### src/cbcr_pkg.sv
// constants shared by the card bridge configuration register group
package cbcr_pkg;

  localparam int unsigned ADDR_W = 12;
  localparam int unsigned DATA_W = 32;

  // printed register offsets, kept as word indices
  localparam logic [9:0] IDX_DMA_WIN  = 10'h098;
  localparam logic [9:0] IDX_PREFETCH = 10'h09C;
  localparam logic [9:0] IDX_SYSERR   = 10'h09F;

  // byte addresses on the bus are four times the index
  localparam logic [ADDR_W-1:0] ADR_DMA_WIN  = {IDX_DMA_WIN, 2'b00};
  localparam logic [ADDR_W-1:0] ADR_PREFETCH = {IDX_PREFETCH, 2'b00};
  localparam logic [ADDR_W-1:0] ADR_SYSERR   = {IDX_SYSERR, 2'b00};

  // field positions of the dma window register
  localparam int unsigned DMA_BASE_LSB = 4;
  localparam int unsigned DMA_BASE_MSB = 15;
  localparam int unsigned DMA_XFER_LSB = 1;
  localparam int unsigned DMA_XFER_MSB = 2;
  localparam int unsigned DMA_DEC_BIT  = 0;

  // field positions of the prefetch and error mask registers
  localparam int unsigned PREF_OFF_BIT = 4;
  localparam int unsigned MASK_MAB_BIT = 4;
  localparam int unsigned MASK_TAB_BIT = 3;
  localparam int unsigned MASK_PAR_BIT = 2;

  // reset values
  localparam logic [31:0] DMA_WIN_RST  = 32'h0000_0000;
  localparam logic [7:0]  PREFETCH_RST = 8'h00;
  localparam logic [7:0]  SYSERR_RST   = 8'h00;

  // writable bits; everything else is reserved and reads zero
  localparam logic [31:0] DMA_WIN_WMASK  = 32'h0000_FFF7;
  localparam logic [7:0]  PREFETCH_WMASK = 8'h10;
  localparam logic [7:0]  SYSERR_WMASK   = 8'h1C;

  localparam int unsigned IO_ADDR_W = 16;

endpackage

### src/cbcr_dma_decode.sv
// registered decoder for the dma register window in i/o space
`timescale 1ns/1ps
module cbcr_dma_decode (
  input  wire logic        pclk,
  input  wire logic        presetn,
  input  wire logic [15:0] io_addr,
  input  wire logic        io_cycle,
  input  wire logic [11:0] base,
  input  wire logic        decode_on,
  output logic             hit
);
  import cbcr_pkg::*;

  logic next_hit;

  // the window spans sixteen bytes, so only the upper address bits compare
  always_comb begin
    next_hit = io_cycle && decode_on && (io_addr[15:4] == base);
  end

  always_ff @(posedge pclk or negedge presetn) begin
    if (!presetn) begin
      hit <= 1'b0;
    end else begin
      hit <= next_hit;
    end
  end

endmodule

### src/cbcr_syserr_gate.sv
// gates posted-write and card-side fault events onto the system error line
`timescale 1ns/1ps
module cbcr_syserr_gate (
  input  wire logic pclk,
  input  wire logic presetn,
  input  wire logic pw_master_abort,
  input  wire logic pw_target_abort,
  input  wire logic pw_parity_err,
  input  wire logic card_parity_err,
  input  wire logic mask_mab,
  input  wire logic mask_tab,
  input  wire logic mask_par,
  output logic      syserr_n
);
  import cbcr_pkg::*;

  logic next_syserr_n;

  always_comb begin
    next_syserr_n = 1'b1;
    if (pw_master_abort && !mask_mab) begin
      next_syserr_n = 1'b0;
    end
    if (pw_target_abort && !mask_tab) begin
      next_syserr_n = 1'b0;
    end
    // card-side parity faults obey the same mask on any transaction
    if ((pw_parity_err || card_parity_err) && !mask_par) begin
      next_syserr_n = 1'b0;
    end
  end

  always_ff @(posedge pclk or negedge presetn) begin
    if (!presetn) begin
      syserr_n <= 1'b1;
    end else begin
      syserr_n <= next_syserr_n;
    end
  end

endmodule

### src/cbcr_top.sv
// card bridge configuration registers behind an apb slave
//
// Notes on behaviour
// - reserved bits read as zero; software writes zero to them
// - bits 15:4 of dma window register hold the i/o base address
// - bits 2:1 of dma window register select 16-bit card transfer size
// - bit 0 enables window decoding; cleared means no decode
// - chip control bit 4 set turns card prefetch reads off
// - posted-write master abort raises system error unless mask bit 4
// - posted-write target abort raises system error unless mask bit 3
// - posted-write parity error raises system error unless mask bit 2
// - mask bit 2 also gates card-side parity errors on any cycle
`timescale 1ns/1ps
module cbcr_top (
  input  wire logic                      pclk,
  input  wire logic                      presetn,
  input  wire logic                      psel,
  input  wire logic                      penable,
  input  wire logic                      pwrite,
  input  wire logic [cbcr_pkg::ADDR_W-1:0] paddr,
  input  wire logic [cbcr_pkg::DATA_W-1:0] pwdata,
  input  wire logic [3:0]                pstrb,
  output logic      [cbcr_pkg::DATA_W-1:0] prdata,
  output logic                           pready,
  output logic                           pslverr,
  input  wire logic [15:0]               io_addr,
  input  wire logic                      io_cycle,
  input  wire logic                      pw_master_abort,
  input  wire logic                      pw_target_abort,
  input  wire logic                      pw_parity_err,
  input  wire logic                      card_parity_err,
  output logic                           dma_window_hit,
  output logic                           syserr_n,
  output logic      [11:0]               dma_io_base,
  output logic      [1:0]                dma_xfer_width,
  output logic                           dma_window_decode_on,
  output logic                           prefetch_off
);
  import cbcr_pkg::*;

  logic [31:0] dma_win;
  logic [7:0]  pref_ctl;
  logic [7:0]  err_mask;
  logic [31:0] next_dma_win;
  logic [7:0]  next_pref_ctl;
  logic [7:0]  next_err_mask;

  logic [31:0] next_prdata;
  logic        next_pready;
  logic        next_pslverr;

  logic        access;
  logic        wr_go;
  logic [31:0] lane_mask;
  logic [31:0] pref_merged;
  logic [31:0] err_merged;

  // widen byte strobes into a bit mask
  function automatic logic [31:0] strb_bits(input logic [3:0] s);
    logic [31:0] m;
    m = 32'h0000_0000;
    for (int i = 0; i < 4; i++) begin
      m[8*i +: 8] = {8{s[i]}};
    end
    return m;
  endfunction

  // true when the address names a mapped register
  function automatic logic is_mapped(input logic [ADDR_W-1:0] a);
    return (a == ADR_DMA_WIN) || (a == ADR_PREFETCH) || (a == ADR_SYSERR);
  endfunction

  // merge write data into a register through its writable-bit mask
  function automatic logic [31:0] merge(input logic [31:0] old,
                                        input logic [31:0] wd,
                                        input logic [31:0] wm);
    return (old & ~wm) | (wd & wm);
  endfunction

  // ---------------------------------------------------------------------
  // apb handshake: one wait state, so pready rises on the second access
  // cycle; a registered answer keeps prdata and pready off combinational
  // paths from paddr
  // ---------------------------------------------------------------------
  always_comb begin
    access       = psel && penable && !pready;
    next_pready  = access;
    next_pslverr = access && !is_mapped(paddr);
    next_prdata  = 32'h0000_0000;
    if (access && !pwrite) begin
      unique case (paddr)
        ADR_DMA_WIN:  next_prdata = dma_win;
        ADR_PREFETCH: next_prdata = {24'h00_0000, pref_ctl};
        ADR_SYSERR:   next_prdata = {24'h00_0000, err_mask};
        default:      next_prdata = 32'h0000_0000;
      endcase
    end
  end

  always_ff @(posedge pclk or negedge presetn) begin
    if (!presetn) begin
      pready  <= 1'b0;
      pslverr <= 1'b0;
      prdata  <= 32'h0000_0000;
    end else begin
      pready  <= next_pready;
      pslverr <= next_pslverr;
      prdata  <= next_prdata;
    end
  end

  // ---------------------------------------------------------------------
  // register file; a write lands on the edge that completes the access
  // ---------------------------------------------------------------------
  always_comb begin
    wr_go         = psel && penable && pready && pwrite;
    lane_mask     = strb_bits(pstrb);
    // byte registers merge as whole words and then keep their low byte
    pref_merged   = merge({24'h00_0000, pref_ctl}, pwdata,
                          {24'h00_0000, PREFETCH_WMASK} & lane_mask);
    err_merged    = merge({24'h00_0000, err_mask}, pwdata,
                          {24'h00_0000, SYSERR_WMASK} & lane_mask);
    next_dma_win  = dma_win;
    next_pref_ctl = pref_ctl;
    next_err_mask = err_mask;
    if (wr_go) begin
      // reserved and read-only bits keep their value
      if (paddr == ADR_DMA_WIN) begin
        next_dma_win = merge(dma_win, pwdata,
                             DMA_WIN_WMASK & lane_mask);
      end
      if (paddr == ADR_PREFETCH) begin
        next_pref_ctl = pref_merged[7:0];
      end
      if (paddr == ADR_SYSERR) begin
        next_err_mask = err_merged[7:0];
      end
    end
  end

  // all implemented bits clear on reset
  always_ff @(posedge pclk or negedge presetn) begin
    if (!presetn) begin
      dma_win  <= DMA_WIN_RST;
      pref_ctl <= PREFETCH_RST;
      err_mask <= SYSERR_RST;
    end else begin
      dma_win  <= next_dma_win;
      pref_ctl <= next_pref_ctl;
      err_mask <= next_err_mask;
    end
  end

  // configuration outputs are register slices, hence flop-driven
  always_comb begin
    dma_io_base          = dma_win[DMA_BASE_MSB:DMA_BASE_LSB];
    dma_xfer_width       = dma_win[DMA_XFER_MSB:DMA_XFER_LSB];
    dma_window_decode_on = dma_win[DMA_DEC_BIT];
    prefetch_off         = pref_ctl[PREF_OFF_BIT];
  end

  // the card unit has no dma engine; the hit only flags a claimed cycle
  cbcr_dma_decode u_decode (
    .pclk      (pclk),
    .presetn   (presetn),
    .io_addr   (io_addr),
    .io_cycle  (io_cycle),
    .base      (dma_win[DMA_BASE_MSB:DMA_BASE_LSB]),
    .decode_on (dma_win[DMA_DEC_BIT]),
    .hit       (dma_window_hit)
  );

  cbcr_syserr_gate u_syserr (
    .pclk            (pclk),
    .presetn         (presetn),
    .pw_master_abort (pw_master_abort),
    .pw_target_abort (pw_target_abort),
    .pw_parity_err   (pw_parity_err),
    .card_parity_err (card_parity_err),
    .mask_mab        (err_mask[MASK_MAB_BIT]),
    .mask_tab        (err_mask[MASK_TAB_BIT]),
    .mask_par        (err_mask[MASK_PAR_BIT]),
    .syserr_n        (syserr_n)
  );
endmodule

### config.mk
export PLATFORM = sky130hd
export DESIGN_NAME = cbcr_top
export DESIGN_NICKNAME = d
export VERILOG_FILES = /design/src/cbcr_pkg.sv /design/src/cbcr_dma_decode.sv /design/src/cbcr_syserr_gate.sv /design/src/cbcr_top.sv
export SDC_FILE = /design/constraint.sdc
export NUM_CORES = 1
export LEC_CHECK = 0
export BUFFER_PORTS_ARGS = -buffer_cell sky130_fd_sc_hd__buf_2
export CORE_MARGIN = 2
export CORE_UTILIZATION = 30
export CTS_CLUSTER_DIAMETER = 120
export CTS_CLUSTER_SIZE = 10
export DETAILED_ROUTE_END_ITERATION = 10
export GPL_TIMING_DRIVEN = 1
export PLACE_DENSITY_LB_ADDON = 0.15
export RECOVER_POWER = 25
export SYNTH_ARGS = -nofsm -noshare
export SYNTH_HDL_FRONTEND = slang
export SYNTH_SLANG_ARGS = --single-unit
### constraint.sdc
create_clock -name pclk -period 2 [get_ports pclk]
set_clock_uncertainty 0.15 [all_clocks]
set_input_delay 0.3 -clock pclk [delete_from_list [all_inputs] [get_ports pclk]]
set_output_delay 0.3 -clock pclk [all_outputs]
set_load 0.02 [all_outputs]
---- Word level (Yosys, flattened, before mapping) ----
Cells that the tools add are included.
storage, ports and cells
  output and inout bits ................... 52
  logic and storage cells ................. 52
  input port bits ......................... 74
  bits in registers ....................... 84
cells by class
  multiplexer cells ....................... 5
  bitwise gates (word level) .............. 12
  equal/unequal tests ..................... 4
  reduce and logical (&&, ||, !) cells .... 23
operators with widths
  cell                                             count
  one-hot mux 32 bit (3 select lines)              1
  == test 12 x 10 -> 1 bit, second input constant  3
  bitwise AND 32 x 16 -> 32 bit                    1
  bitwise AND 32 bit                               1
  2-to-1 mux 32 bit                                1
  NOT 16 -> 32 bit                                 1
  OR 32 bit                                        1
  bitwise AND 8 x 5 -> 8 bit                       2
  bitwise AND 8 bit                                2
  NOT 5 -> 8 bit                                   2
  OR 8 bit                                         2
  == test 12 bit                                   1
  logical AND 1 bit                                11
  logical NOT 1 bit                                6
  AND reduction 2 bit                              3
  logical OR 1 bit                                 3
  2-to-1 mux 1 bit                                 3

---- Depth between registers and ports, before layout ----
  depth in word-level cells ............... 5
  mapped depth ............................ 6
  depth with buffers taken out ............ 4

---- Modules after synthesis ----
From an unflattened synthesis, not the netlist that was laid out.
second synthesis, totals
  cell total of the unflattened synthesis .. 145
  area, all modules ....................... 1805.5 µm²
by module, submodules not included
  module            cells an instance  seq. area each (µm²)  area an instance (µm²)  times used
  cbcr_top          122                925.9                 1589.0                  1
  cbcr_dma_decode   18                 25.0                  165.2                   1
  cbcr_syserr_gate  5                  26.3                  51.3                    1

---- Worst setup path before layout ----
Ideal clock, no wire load.
  path type ............................... input -> register
  from .................................... in paddr[1] (netlist bit)
  to ...................................... reg (tool-made name)
  path buffers ............................ 1
  setup slack ............................. -292 ps
  arrival time ............................ 2017 ps
  setup time .............................. 125 ps
  cell stages on the path ................. 5
  data required time ...................... 1725 ps
  cells stage by stage .................... or4b_4 or3_1 buf_4 nor3_4 mux2_2
RTL lines
  what                line            text
  start: declaration  cbcr_top.sv:20  input wire logic [cbcr_pkg::ADDR_W-1:0] paddr,

==> impl_metrics.tcl <==
set metrics [dict create \
    tns_ns -0.763 \
    gr-usage-met3 0.0456 \
    grt_overflow 0 \
    finalSetupViolCount 18 \
    endpoint_kind "register" \
    drtIter0Drc 25 \
    power_leakage_uw 0.00139 \
    grt_pass1_vias 1388 \
    worstSetupStartpointType "input pin" \
    netlist_area_um2 1790 \
    async_flop_share 1.00 \
    hold_violations 0 \
    clock_sinks 39 \
    outcome "complete, but fails checks" \
    critPathMaxFanout 8 \
    via_per_inst 4.28 \
    yosysWarnings 0 \
    ir_drop_mv 0.196 \
    r2r_start "pready" \
    tightest_slew_ns 0.568 \
    crit_path_frequent_cell "buf_6" \
    worstHoldPathType "in2reg" \
    yosysSeqAreaShare 0.545 \
    die-area_um2 6610 \
    core-area_um2 5850 \
    fin_area_um2 2550 \
    worstSetupPathType "in2reg" \
    die_y_um 81.3 \
    critPathArrivalTime_ns 2.09 \
    hp-start "pw_target_abort" \
    area_delta_synth_final_pct 42.3 \
    period_share 1.03 \
    final_cell_mix "85 x buf_2, 38 x dfrtp_1, 16 x conb_1" \
    path_clk_slew_ns 0.07 \
    portBuffers 87 \
    cts_buffers 5 \
    ant_nets 0 \
    place_hpwl_um 3300 \
    cp-startpoint "paddr[1]" \
    syn_area_per_cell_um2 12.5 \
    routed_wl_um 4120 \
    grt_max_degree 25 \
    grtUsageMet1 0.164 \
    cts_htree_levels 2 \
    final_nets 325 \
    dp.cells 317 \
    avgRoutedWirePerCell_um 12.6 \
    worst_path_dominant_cell_family "simple AND/OR/NAND/NOR gates" \
    root_buffer "clkbuf_8" \
    period_needed_ns 2.07 \
    use_met2 0.218 \
    final_cell_count_no_fill 327 \
    post-place-ws_ns -0.443 \
    cp.required_ns 2.02 \
    antenna_found_initial 0 \
    failed_checks "negative setup slack" \
    clock.fmax_mhz 483 \
    clockBufferDepth 2 \
    first_pass_iters 4 \
    grt_busiest_layer "met2" \
    synth_seq_cells 39 \
    holdWs_ns 0.0235 \
    die_w_um 81.3 \
    slew_violations 0 \
    grt_use_total 0.132 \
    start_util 0.306 \
    path_cells "buf_6 > or4b_4 > or3_4 > buf_6 > nor3_4 > buf_12 > mux2_2" \
    yosysUniqueCellTypes 29 \
    io_pins 126 \
    drv_cap 0 \
    slew_headroom 0.621 \
    power_density_nw_per_um2 590 \
    slowest_stage "or4b_4" \
    syn_inst 144 \
    synth_edf_count 0 \
    rsz0062_at_grt "yes" \
    gp_congestion 0.801 \
    tritoncts "yes" \
    path_buf_inv 3 \
    synthFlopType "dfrtp_1" \
    clk_latency_ns 0.28 \
    vias 1401 \
    setup_ws_ns -0.0691 \
    place_area_um2 2380 \
    antenna-diode-count 0 \
    grt_pass1_wl_um 6400 \
    drcViolationCount 0 \
    layout_commonest_cell "buf_2" \
    drive_above_1_share 0.540 \
    rows 28 \
    slowest_delay_ns 0.52 \
]
## synth_stat cells (2+ instances only)
cell | instances | area (um2)
mux2_2 | 18 | 203
nand4_1 | 2 | 12.5
or3_1 | 2 | 12.5
xnor2_1 | 12 | 105
nor2_1 | 3 | 11.3
clkbuf_1 | 2 | 7.51
dfrtp_1 | 38 | 951
nand2_1 | 4 | 15.0
a22oi_1 | 2 | 15.0
nand3b_1 | 2 | 15.0
and2_1 | 13 | 81.3
nor3_1 | 5 | 25.0
nor3_4 | 2 | 32.5
buf_4 | 17 | 128
nor4_1 | 4 | 25.0
inv_1 | 3 | 11.3
nand3_1 | 3 | 15.0
## metrics by stage
stage | utilization | power, uW
finish | 0.436 | 1510
global route | 0.436 | 1590
CTS | 0.436 | 1540
detailed placement | 0.408 | 958
global placement | 0.408 | 958
floorplan | - | 888
## worst reg2reg max path: stages (launching register included)
cell	delay (ns)
dfrtp_1	0.37
and4_1	0.22
nand2_1	0.16
nor3_2	0.31
mux2_2	0.38
## kinds of logic (layout without fill, tap and decap cells)
family          Yosys count  after routing  share of synthesized area
compound gates            4              4                     0.0181
xor+xnor                 12             12                     0.0586
buf+inv                  22            115                     0.0816
flops                    39             39                      0.545
mux                      19             19                      0.119
other cells               1             16                    0.00209
simple gates             47             47                      0.175
## power breakdown
part	switching [uW]	internal, uW
clock network	247	314
logic	86.9	64.6
registers	1.39	792
total	335	1170
## cell type report
cell class                 instances  area (um2)
timing repair buffer             104         597
fill                             554        3300
multi-input combinational         98         772
inverter                           3        11.3
tap                               75        93.8
clock buffer                       8         100
sequential                        39         977
## what timing repair did
item | CTS | global route
setup endpoints to repair | 19 | 32
hold buffers | 1 | 0
hold endpoints to repair | 22 | 0
pin swaps | 7 | 0
setup buffers | 1 | 0
resized for setup | 11 | 1
## worst paths after layout
| check | end | slack (ns) | depth (start not counted) |
|---|---|---|---|
| max in group asynchronous | u_syserr.syserr_n | 0.70 | 3 |
| min reg2reg | register | 0.37 | 1 |
| max reg2reg | register | 0.29 | 4 |
| max | register | -0.07 | 7 |
| min in group asynchronous | prdata[14] | 0.40 | 2 |
| min | u_syserr.syserr_n | 0.02 | 2 |
## per-layer routing
layer | part of all wire | vias to the layer above
met5 | 0 | -
met4 | 0.0097 | 0
met3 | 0.10 | 5
met2 | 0.47 | 70
met1 | 0.42 | 649
li1 | - | 677
Note: power is estimated with default switching activity, not from simulation.
